--- config.mk ---
export PLATFORM = sky130hd
export DESIGN_NAME = regulator_fault_protection
export DESIGN_NICKNAME = d
export VERILOG_FILES = /design/src/fault_prot_pkg.sv /design/src/regulator_fault_protection.sv /design/src/sync_filter.sv
export SDC_FILE = /design/constraint.sdc
export NUM_CORES = 1
export LEC_CHECK = 0
export ABC_AREA = 1
export BUFFER_PORTS_ARGS = -buffer_cell sky130_fd_sc_hd__buf_4
export CAP_MARGIN = 15
export CORE_MARGIN = 2
export CORE_UTILIZATION = 55
export CTS_CLUSTER_DIAMETER = 120
export DETAILED_ROUTE_END_ITERATION = 8
export PLACE_DENSITY = 0.73
export SYNTH_ARGS = -nofsm -noshare
export SYNTH_HDL_FRONTEND = slang
export SYNTH_SLANG_ARGS = --single-unit
--- constraint.sdc ---
create_clock -name clock_in -period 2 [get_ports clock_in]
set_input_delay 0.2 -clock clock_in [delete_from_list [all_inputs] [get_ports clock_in]]
set_output_delay 0.2 -clock clock_in [all_outputs]
set_load 0.03 [all_outputs]
--- src/fault_prot_pkg.sv ---
// Purpose: Constants shared by the regulator fault supervision logic
// Assumes: 40 MHz core clock; analog comparators deliver digital levels
// Notes: Times kept in printed units, cycle counts derived here
// Behaviour
// - Sample overcurrent comparator every 15 us, counting up or down.
// - Latch overcurrent fault when sample counter reaches eight.
// - Current above twice threshold latches overcurrent fault within 2 us.
// - Output 300 mV below ramped setpoint over 1 ms latches undervoltage.
// - Output 200 mV above ramped setpoint over 1 ms latches overvoltage.
// - Compare with instantaneous ramped setpoint, moving or settled.
// - Any ordinary fault forces power good low, and both gates low if no severe fault stands.
// - Ordinary faults hold until enable drops or supply reset occurs.
// - Severe overvoltage above 1.545 V raises fault immediately, unfiltered.
// - Severe fault: high gate and power good low, low gate until 0.77 V.
// - Severe fault keeps low gate toggling until supply reset only.
// - Severe fault detected even while another fault is latched.
// - No gate asserted until the opposite gate is below about 1 V.
// - Start-up selects unidirectional start-up ramp source.
// - After start-up use bidirectional dynamic ramp source, up or down.
// - Wait about 100 us after enable before starting setpoint ramp.
// - Power good released after output within 10% plus 6 switching cycles.
package fault_prot_pkg;
  localparam int CLK_HZ = 40000000;
  localparam int OC_SAMPLE_NS = 15000;
  localparam int OC_SAMPLE_CYC = OC_SAMPLE_NS / (1000000000 / CLK_HZ);
  localparam int OC_TRIP_COUNT = 8;
  localparam int SHORT_MAX_NS = 2000;
  localparam int SHORT_FILT_CYC = 2;
  localparam int WIN_MS = 1;
  localparam int WIN_CYC = WIN_MS * (CLK_HZ / 1000);
  localparam int START_DELAY_US = 100;
  localparam int START_DELAY_CYC = START_DELAY_US * (CLK_HZ / 1000000);
  localparam int PG_SW_CYCLES = 6;
  localparam int SYNC_DEPTH = 2;
endpackage

--- src/regulator_fault_protection.sv ---
// Purpose: Fault supervision, start sequencing and gate interlock
// Assumes: Comparator inputs asynchronous; rstn_in is the supply reset
// Notes: Gate outputs are permissions; the modulator supplies pwm demand
`timescale 1ns/100ps
module regulator_fault_protection
  import fault_prot_pkg::*;
#(
  parameter int UV_WIN_CYC = WIN_CYC,
  parameter int OV_WIN_CYC = WIN_CYC,
  parameter int START_CYC = START_DELAY_CYC
)
(
  input wire logic clock_in,
  input wire logic rstn_in,
  input wire logic regulator_enable_input_in,
  input wire logic oc_over_in,
  input wire logic oc_short_in,
  input wire logic uv_below_soft_in,
  input wire logic ov_above_soft_in,
  input wire logic severe_ov_in,
  input wire logic severe_release_in,
  input wire logic high_gate_low_in,
  input wire logic low_gate_low_in,
  input wire logic pwm_high_in,
  input wire logic ramp_done_in,
  input wire logic in_window_in,
  input wire logic sw_cycle_in,
  input wire logic vid_up_in,
  output logic high_side_gate_out,
  output logic low_side_gate_out,
  output logic power_good_output_out,
  output logic startup_ramp_source_out,
  output logic dynamic_ramp_source_out,
  output logic ramp_discharge_out,
  output logic overcurrent_fault_out,
  output logic overvoltage_fault_out,
  output logic undervoltage_fault_out,
  output logic severe_fault_out
);
  typedef enum logic [2:0] {ST_OFF, ST_DELAY, ST_SOFT, ST_PGWAIT, ST_RUN, ST_FAULT} seq_e;

  // Phases in which the dynamic source owns the ramp node
  function automatic logic dyn_phase(input seq_e s);
    return (s == ST_PGWAIT || s == ST_RUN);
  endfunction

  initial
  begin
    if (UV_WIN_CYC < 1 || OV_WIN_CYC < 1 || START_CYC < 1)
      $error("Window and delay counts must be positive");
  end

  ////////////////////////////////////////////////////////////////////////////
  // Input synchronisers and filters
  logic en_s, oc_s, short_hit, uv_hit, ov_hit, sev_s, rel_s, hgl_s, lgl_s;
  logic pwm_s, done_s, win_s, swc_s, up_s, fault_clr;
  logic [5:0] raw_lvl;
  logic [5:0] sync_lvl;

  // Plain two-flop synchronisers for the level inputs
  assign raw_lvl = {low_gate_low_in, high_gate_low_in, severe_release_in, severe_ov_in,
    oc_over_in, regulator_enable_input_in};
  for (genvar g = 0; g < 6; g++)
  begin : g_sync
    sync_filter #(.LIMIT(1)) u_lvl (.clock_in(clock_in), .rstn_in(rstn_in),
      .level_in(raw_lvl[g]), .clear_in(1'b0), .sync_out(sync_lvl[g]), .hit_out());
  end
  assign {lgl_s, hgl_s, rel_s, sev_s, oc_s, en_s} = sync_lvl;
  // Short-circuit path: tiny filter keeps it far inside the 2 us budget
  sync_filter #(.LIMIT(SHORT_FILT_CYC)) u_sc (.clock_in(clock_in), .rstn_in(rstn_in),
    .level_in(oc_short_in), .clear_in(fault_clr), .sync_out(), .hit_out(short_hit));
  // UV/OV comparators reference the live soft node, not the target
  sync_filter #(.LIMIT(UV_WIN_CYC)) u_uv (.clock_in(clock_in), .rstn_in(rstn_in),
    .level_in(uv_below_soft_in), .clear_in(fault_clr), .sync_out(),
    .hit_out(uv_hit));
  sync_filter #(.LIMIT(OV_WIN_CYC)) u_ov (.clock_in(clock_in), .rstn_in(rstn_in),
    .level_in(ov_above_soft_in), .clear_in(fault_clr), .sync_out(),
    .hit_out(ov_hit));
  // Modulator-side signals share our clock, so no synchroniser
  assign pwm_s = pwm_high_in;
  assign done_s = ramp_done_in;
  assign win_s = in_window_in;
  assign swc_s = sw_cycle_in;
  assign up_s = vid_up_in;

  // Ordinary faults clear whenever enable is low
  assign fault_clr = !en_s;

  ////////////////////////////////////////////////////////////////////////////
  // Overcurrent sample timebase and up/down counter
  logic [$clog2(OC_SAMPLE_CYC)-1:0] tick_cnt_r;
  logic tick;
  logic [3:0] oc_cnt_r;
  assign tick = (tick_cnt_r == '0);

  always_ff @(posedge clock_in)
  begin
    if (!rstn_in || tick)
      tick_cnt_r <= ($clog2(OC_SAMPLE_CYC))'(OC_SAMPLE_CYC - 1);
    else
      tick_cnt_r <= tick_cnt_r - 1'b1;
  end

  // Saturates at zero; cleared with the fault reset
  always_ff @(posedge clock_in)
  begin
    if (!rstn_in || fault_clr)
      oc_cnt_r <= '0;
    else if (tick && oc_s && oc_cnt_r != 4'(OC_TRIP_COUNT))
      oc_cnt_r <= oc_cnt_r + 4'h1;
    else if (tick && !oc_s && oc_cnt_r != 4'h0)
      oc_cnt_r <= oc_cnt_r - 4'h1;
  end

  ////////////////////////////////////////////////////////////////////////////
  // Ordinary fault latches
  always_ff @(posedge clock_in)
  begin
    if (!rstn_in || fault_clr)
      overcurrent_fault_out <= 1'b0;
    else if (oc_cnt_r == 4'(OC_TRIP_COUNT) || short_hit)
      overcurrent_fault_out <= 1'b1;
  end

  always_ff @(posedge clock_in)
  begin
    if (!rstn_in || fault_clr)
      undervoltage_fault_out <= 1'b0;
    else if (uv_hit)
      undervoltage_fault_out <= 1'b1;
  end

  always_ff @(posedge clock_in)
  begin
    if (!rstn_in || fault_clr)
      overvoltage_fault_out <= 1'b0;
    else if (ov_hit)
      overvoltage_fault_out <= 1'b1;
  end

  // Severe fault: only the supply reset clears it, regardless of other faults
  always_ff @(posedge clock_in)
  begin
    if (!rstn_in)
      severe_fault_out <= 1'b0;
    else if (sev_s)
      severe_fault_out <= 1'b1;
  end

  logic any_fault;
  assign any_fault = overcurrent_fault_out | overvoltage_fault_out | undervoltage_fault_out;

  ////////////////////////////////////////////////////////////////////////////
  // Start-up sequencer
  seq_e state_r;
  logic [$clog2(START_CYC+1)-1:0] dly_r;
  logic [2:0] pg_cnt_r;

  always_ff @(posedge clock_in)
  begin
    if (!rstn_in || !en_s)
      state_r <= ST_OFF;
    else
    begin
      case (state_r)
        ST_OFF: state_r <= ST_DELAY;
        ST_DELAY: if (dly_r == '0) state_r <= ST_SOFT;
        ST_SOFT: if (done_s) state_r <= ST_PGWAIT;
        ST_PGWAIT: if (pg_cnt_r == 3'(PG_SW_CYCLES)) state_r <= ST_RUN;
        ST_RUN: state_r <= ST_RUN;
        ST_FAULT: state_r <= ST_FAULT;
        default: state_r <= ST_OFF;
      endcase
      if (any_fault || severe_fault_out)
        state_r <= ST_FAULT;
    end
  end

  // Enable-to-ramp delay
  always_ff @(posedge clock_in)
  begin
    if (!rstn_in || state_r != ST_DELAY)
      dly_r <= ($clog2(START_CYC+1))'(START_CYC);
    else if (dly_r != '0)
      dly_r <= dly_r - 1'b1;
  end

  // Switching cycles counted only while inside the 10% window
  always_ff @(posedge clock_in)
  begin
    if (!rstn_in || state_r != ST_PGWAIT || !win_s)
      pg_cnt_r <= 3'h0;
    else if (swc_s && pg_cnt_r != 3'(PG_SW_CYCLES))
      pg_cnt_r <= pg_cnt_r + 3'h1;
  end

  ////////////////////////////////////////////////////////////////////////////
  // Ramp source selection
  always_ff @(posedge clock_in)
  begin
    if (!rstn_in)
    begin
      startup_ramp_source_out <= 1'b0;
      dynamic_ramp_source_out <= 1'b0;
      ramp_discharge_out <= 1'b0;
    end
    else
    begin
      startup_ramp_source_out <= (state_r == ST_SOFT);
      dynamic_ramp_source_out <= dyn_phase(state_r);
      ramp_discharge_out <= dyn_phase(state_r) && !up_s;
    end
  end

  always_ff @(posedge clock_in)
  begin
    if (!rstn_in)
      power_good_output_out <= 1'b0;
    else
      power_good_output_out <= (state_r == ST_RUN) && !any_fault && !severe_fault_out;
  end

  ////////////////////////////////////////////////////////////////////////////
  // Gate drive with shoot-through interlock
  logic sev_low_on_r;
  localparam int OFF_W = $clog2(SYNC_DEPTH + 1);
  logic run_gate;
  logic [OFF_W-1:0] hi_off_r;
  logic [OFF_W-1:0] lo_off_r;
  logic hi_clear;
  logic lo_clear;
  assign run_gate = (state_r == ST_SOFT) || dyn_phase(state_r);

  // Sense trusted only after the synchroniser caught up; stale sense after a short pulse
  always_ff @(posedge clock_in)
  begin
    if (!rstn_in || high_side_gate_out)
      hi_off_r <= '0;
    else if (hi_off_r != OFF_W'(SYNC_DEPTH))
      hi_off_r <= hi_off_r + 1'b1;
  end
  always_ff @(posedge clock_in)
  begin
    if (!rstn_in || low_side_gate_out)
      lo_off_r <= '0;
    else if (lo_off_r != OFF_W'(SYNC_DEPTH))
      lo_off_r <= lo_off_r + 1'b1;
  end
  assign hi_clear = hgl_s && !high_side_gate_out && hi_off_r == OFF_W'(SYNC_DEPTH);
  assign lo_clear = lgl_s && !low_side_gate_out && lo_off_r == OFF_W'(SYNC_DEPTH);

  // Low gate hysteresis while severe fault stands
  always_ff @(posedge clock_in)
  begin
    if (!rstn_in)
      sev_low_on_r <= 1'b0;
    else if (sev_s)
      sev_low_on_r <= 1'b1;
    else if (rel_s)
      sev_low_on_r <= 1'b0;
  end

  // Each gate waits for the sensed opposite gate to be low
  always_ff @(posedge clock_in)
  begin
    if (!rstn_in)
    begin
      high_side_gate_out <= 1'b0;
      low_side_gate_out <= 1'b0;
    end
    else if (severe_fault_out || sev_s)
    begin
      high_side_gate_out <= 1'b0;
      low_side_gate_out <= (sev_s || sev_low_on_r) && hi_clear;
    end
    else if (any_fault || !run_gate)
    begin
      high_side_gate_out <= 1'b0;
      low_side_gate_out <= 1'b0;
    end
    else
    begin
      high_side_gate_out <= pwm_s && lo_clear;
      low_side_gate_out <= !pwm_s && hi_clear;
    end
  end

  ////////////////////////////////////////////////////////////////////////////
  // Assertions
  a_fault_gates_off: assert property (@(posedge clock_in) disable iff (!rstn_in)
    $rose(any_fault) && !severe_fault_out |=> !high_side_gate_out && !low_side_gate_out
    && !power_good_output_out)
    else $error("Gates or power good high after fault");
  a_fault_holds: assert property (@(posedge clock_in) disable iff (!rstn_in)
    overcurrent_fault_out && en_s |=> overcurrent_fault_out)
    else $error("Overcurrent fault dropped while enabled");
  a_oc_count_trip: assert property (@(posedge clock_in) disable iff (!rstn_in)
    oc_cnt_r == 4'(OC_TRIP_COUNT) && en_s |=> overcurrent_fault_out)
    else $error("Count of eight did not latch fault");
  a_oc_count_sat: assert property (@(posedge clock_in) disable iff (!rstn_in)
    oc_cnt_r == 4'h0 && !oc_s |=> oc_cnt_r == 4'h0)
    else $error("Counter went below zero");
  a_oc_tick_only: assert property (@(posedge clock_in) disable iff (!rstn_in)
    !tick && en_s |=> $stable(oc_cnt_r))
    else $error("Counter moved off a sample tick");
  a_short_fast: assert property (@(posedge clock_in) disable iff (!rstn_in)
    (oc_short_in && en_s) [*5] |=> overcurrent_fault_out)
    else $error("Short circuit not latched quickly");
  a_severe_sticky: assert property (@(posedge clock_in) disable iff (!rstn_in)
    severe_fault_out |=> severe_fault_out && !high_side_gate_out)
    else $error("Severe fault cleared or high gate on");
  a_severe_fast: assert property (@(posedge clock_in) disable iff (!rstn_in)
    $rose(sev_s) |=> severe_fault_out)
    else $error("Severe fault delayed");
  a_no_overlap: assert property (@(posedge clock_in) disable iff (!rstn_in)
    !(high_side_gate_out && low_side_gate_out))
    else $error("Both gates on");
  a_ramp_select: assert property (@(posedge clock_in) disable iff (!rstn_in)
    !(startup_ramp_source_out && dynamic_ramp_source_out))
    else $error("Both ramp sources selected");
  a_pg_late: assert property (@(posedge clock_in) disable iff (!rstn_in)
    $rose(power_good_output_out) |-> $past(state_r) == ST_RUN)
    else $error("Power good before count done");

  c_reach_run: cover property (@(posedge clock_in) disable iff (!rstn_in)
    $rose(power_good_output_out));
  c_oc_trip: cover property (@(posedge clock_in) disable iff (!rstn_in)
    $rose(overcurrent_fault_out));
  c_uv_trip: cover property (@(posedge clock_in) disable iff (!rstn_in)
    $rose(undervoltage_fault_out));
  c_severe_toggle: cover property (@(posedge clock_in) disable iff (!rstn_in)
    severe_fault_out && $fell(low_side_gate_out));
endmodule

--- src/sync_filter.sv ---
// Purpose: Two-flop synchroniser with optional persistence filter
// Assumes: Input is an asynchronous comparator level
// Notes: Filtered output rises only after input held high for LIMIT cycles
`timescale 1ns/100ps
module sync_filter
  import fault_prot_pkg::*;
#(
  parameter int LIMIT = 1
)
(
  input wire logic clock_in,
  input wire logic rstn_in,
  input wire logic level_in,
  input wire logic clear_in,
  output logic sync_out,
  output logic hit_out
);
  localparam int CW = $clog2(LIMIT + 1);
  logic [SYNC_DEPTH-1:0] stage_r;
  logic [CW-1:0] cnt_r;

  initial
  begin
    if (LIMIT < 1)
      $error("LIMIT must be at least one");
  end

  // Meta flop feeds only the second flop
  always_ff @(posedge clock_in)
  begin
    if (!rstn_in)
      stage_r <= '0;
    else
      stage_r <= {stage_r[SYNC_DEPTH-2:0], level_in};
  end
  assign sync_out = stage_r[SYNC_DEPTH-1];

  // Continuous persistence count; any dropout restarts it
  always_ff @(posedge clock_in)
  begin
    if (!rstn_in || clear_in || !sync_out)
      cnt_r <= '0;
    else if (cnt_r != CW'(LIMIT))
      cnt_r <= cnt_r + 1'b1;
  end
  assign hit_out = (cnt_r == CW'(LIMIT));
endmodule

==> impl_metrics.py <==
metrics = {
    "status": {
        "status": "finished, final reports clean",
    },
    "power_and_ir_drop": {
        "power_density_mw_per_mm2": 690,
        "power_frac_clock": 0.359,
        "power.internal_mw": 2.62,
        "power.leakage_nw": 2.20,
        "p_sw_frac": 0.261,
        "sequentialPowerShare": 0.580,
        "combPwrFrac": 0.061,
        "p_sw_mw": 0.928,
        "ir_drop_mv": 0.461,
    },
    "grt": {
        "grt_pass1_wl_um": 14800,
        "globalRouteMet1Util": 0.248,
        "antenna_found_initial": 0,
        "grt_max_degree": 23,
        "grtUsageMet2": 0.367,
        "met3_usage": 0.0506,
        "grt_pass1_vias": 3635,
        "grt-ovfl-total": 0,
        "grt.total_usage": 0.206,
        "grt-busiest-layer": "met2",
    },
    "min_path": {
        "hold_class": "primary input to flip-flop",
    },
    "critical_path": {
        "crit_path_end_kind": "flip-flop",
        "crit_end": "oc_cnt_r[3]",
        "cp-startpoint": "tick_cnt_r[0]",
        "reg2reg_slack_ps": 120,
        "r2r_end": "oc_cnt_r[3]",
        "crit_arrival_ps": 2150,
        "crit_chain": "inv_2 -> ha_2 -> nand3_4 -> nor2_4 -> nand3_4 -> ha_4 -> nand2_1 -> nand2_1 -> nor2_1 -> nand2_1 -> nand2_1 -> nand3_1 -> nand2_1 -> nor2_1",
        "max_stage_delay_ps": 350,
        "path_buf_inv": 1,
        "reg2reg_depth": 14,
        "start_kind": "flip-flop",
        "crit_cells": 14,
        "path_delay_family": "simple AND/OR/NAND/NOR gates",
        "critPathKind": "flip-flop to flip-flop",
        "r2r-start": "tick_cnt_r[0]",
        "critical_path_peak_fanout": 4,
        "cp_slowest_cell": "dfxtp_2",
        "crit_path_frequent_cell": "nand2_1",
        "crit_required_ps": 2270,
    },
    "clock_network": {
        "cts_tree": "done",
        "cts_max_path_buffers": 2,
        "clkTransAtPathRegs_ps": 110,
        "h-tree-depth": 3,
        "cts_buffers": 9,
        "worstSkewPairLatency_ps": 370,
        "cts_root_buf": "clkbuf_8",
        "cts_sinks": 99,
    },
    "logic_synthesis": {
        "synth_cells": 609,
        "syn_area_mm2": 0.00446,
        "yosysMostFrequentCell": "nand2_1",
        "synthArstFlopShare": 0,
        "synthesis.nets": 641,
        "synth_cell_types": 37,
        "synth_top_cell_by_area": "dfxtp_1",
        "synth_area_leaders": "dfxtp_1 (44%), nand2_1 (10%), inv_1 (7.9%)",
        "syn_avg_cell_area_um2": 7.32,
        "ys.flop_type": "dfxtp_1",
        "yosys.area.top_type_share": 0.444,
        "ys_ff_latch": 99,
        "ys_top_cells_by_count": "nand2_1 (120), dfxtp_1 (99), inv_1 (94), nor2_1 (78), a21oi_1 (46)",
        "ys_warn_count": 0,
        "synth_edf_count": 0,
        "yosysSeqAreaShare": 0.444,
    },
    "timing": {
        "holdWs_ps": 24.0,
        "hold_violations": 0,
        "report.final.slew_viol_count": 0,
        "worst_pin_slew_ps": 436,
        "slew_headroom": 0.709,
        "finalClockSkew_ps": 12.0,
        "timing.fmax_mhz": 533,
        "period_share": 0.939,
        "min_period_ps": 1880,
        "final-setup-viol-count": 0,
        "worst_slack_ps": 123,
    },
    "floorplanning": {
        "row_count": 32,
        "initial_core_util": 0.571,
        "io_pins": 26,
        "core_mm2": 0.00781,
        "dieHeight_um": 94.1,
        "dieWidth_um": 94.1,
        "die_area_mm2": 0.00885,
    },
    "detailed_routing": {
        "drtIter0Drc": 129,
        "drcViolationCount": 0,
        "via_count": 3775,
        "drt_pass1_iterations": 4,
        "ant_nets": 0,
        "viasPerCell": 4.95,
        "wirelength_um": 8450,
        "wl_per_cell_um": 11.1,
    },
    "flow_run": {
        "maxCapViolCount": 0,
    },
    "placed_design": {
        "gp_congestion": 0.856,
        "port_buffers": 25,
        "hpwl_um": 6210,
        "place_ws_ps": -41.1,
    },
    "finish": {
        "drive_gt1_frac": 0.123,
        "syn2layout_area_growth_pct": 15.4,
        "diodes": 0,
        "nets": 687,
    },
}
[cell type report]
| type | instances | area [µm²] |
|---|---|---|
| fillers | 694 | 2660 |
| multi-input cells | 408 | 2150 |
| flip-flops and latches | 99 | 1980 |
| inverters | 99 | 373 |
| repair buffers | 38 | 305 |
| well taps | 102 | 128 |
| clock buffers | 9 | 124 |
| clock inverters | 7 | 78.8 |
[sequential cells by signal, summed over array words and instances, names as in the netlist, 3 cells and up]
| register | flops |
|---|---|
| tick_cnt_r | 10 |
| dly_r | 12 |
| g_sync.u_lvl.stage_r | 12 |
| state_r | 3 |
| u_uv.cnt_r | 16 |
| pg_cnt_r | 3 |
| oc_cnt_r | 4 |
| u_ov.cnt_r | 16 |
[layer usage]
metal / wire [µm] / part of all wire
met5: 0 / 0
met4: 99 / 0.012
met3: 264 / 0.031
met2: 4070 / 0.48
met1: 4020 / 0.48
[placed cells by master (no fill, tap or decap), types with 4 or more instances in the layout]
cell type,n
a21oi_1,46
buf_4,30
clkbuf_8,9
dfxtp_1,98
dlygate4sd3_1,8
ha_1,12
inv_1,92
inv_2,6
nand2_1,120
nand2_2,4
nand3_1,36
nand4_1,15
nor2_1,77
nor2_2,5
nor3_1,14
o21ai_0,25
o21ai_1,7
xor2_1,9
[worst register-to-register path, delay by kind of cell, from the launching register on]
family / cells / cell delay (ps)
and+or+nand+nor: 11 / 900
adders and majority gates: 2 / 470
DFF: 1 / 350
buffers and inverters: 1 / 60
[worst min-delay path by stage]
stage / slack (ps) / from / endpoint / cells after the start
after floorplan: 280 / vid_up_in / ramp_discharge_out / 1
after global placement: 360 / vid_up_in / ramp_discharge_out / 2
after detailed placement: 360 / vid_up_in / ramp_discharge_out / 2
after CTS: 4 / severe_release_in / g_sync[3].u_lvl.stage_r[0] / 3
after global routing: 30 / oc_over_in / g_sync[1].u_lvl.stage_r[0] / 3
final: 20 / severe_release_in / g_sync[3].u_lvl.stage_r[0] / 3
[timing repair]
action	in CTS	in global routing
gates resized for setup	2	12
setup endpoints to repair	1	2
hold buffers	8	0
pin swaps	0	4
hold endpoints to repair	8	0
buffers inserted	0	2
gates cloned	0	0
[power groups by stage]
stage | Combinational, mW | Clock [mW] | Sequential [mW]
floorplan | 0.135 | 0 | 2.10
global placement | 0.188 | 0 | 2.10
detailed placement | 0.203 | 0 | 2.10
CTS | 0.216 | 1.32 | 2.06
global route | 0.250 | 1.39 | 2.06
finish | 0.217 | 1.27 | 2.06
[logic make-up (layout without fill, tap and decap cells)]
family / after synthesis / after routing / synth area share
xor+xnor: 12 / 12 / 0.0236
flops: 99 / 99 / 0.444
compound gates: 86 / 86 / 0.101
simple gates: 294 / 294 / 0.296
fa+ha+maj: 16 / 16 / 0.0466
buf+inv: 102 / 153 / 0.0884
[through the flow]
step / utilization / TNS [ps] / cell area, µm² / power, mW / instances
6_report: 0.659 / 0 / 5150 / 3.55 / 762
5_1_grt: 0.659 / -57.6 / 5150 / 3.71 / 762
4_1_cts: 0.650 / 0 / 5080 / 3.59 / 760
3_5_place_dp: 0.612 / -41.1 / 4780 / 2.31 / 736
3_3_place_gp: 0.612 / 0 / 4780 / 2.29 / 736
2_1_floorplan: - / 0 / 4460 / 2.23 / 609
(Power assumes the default switching activity.)
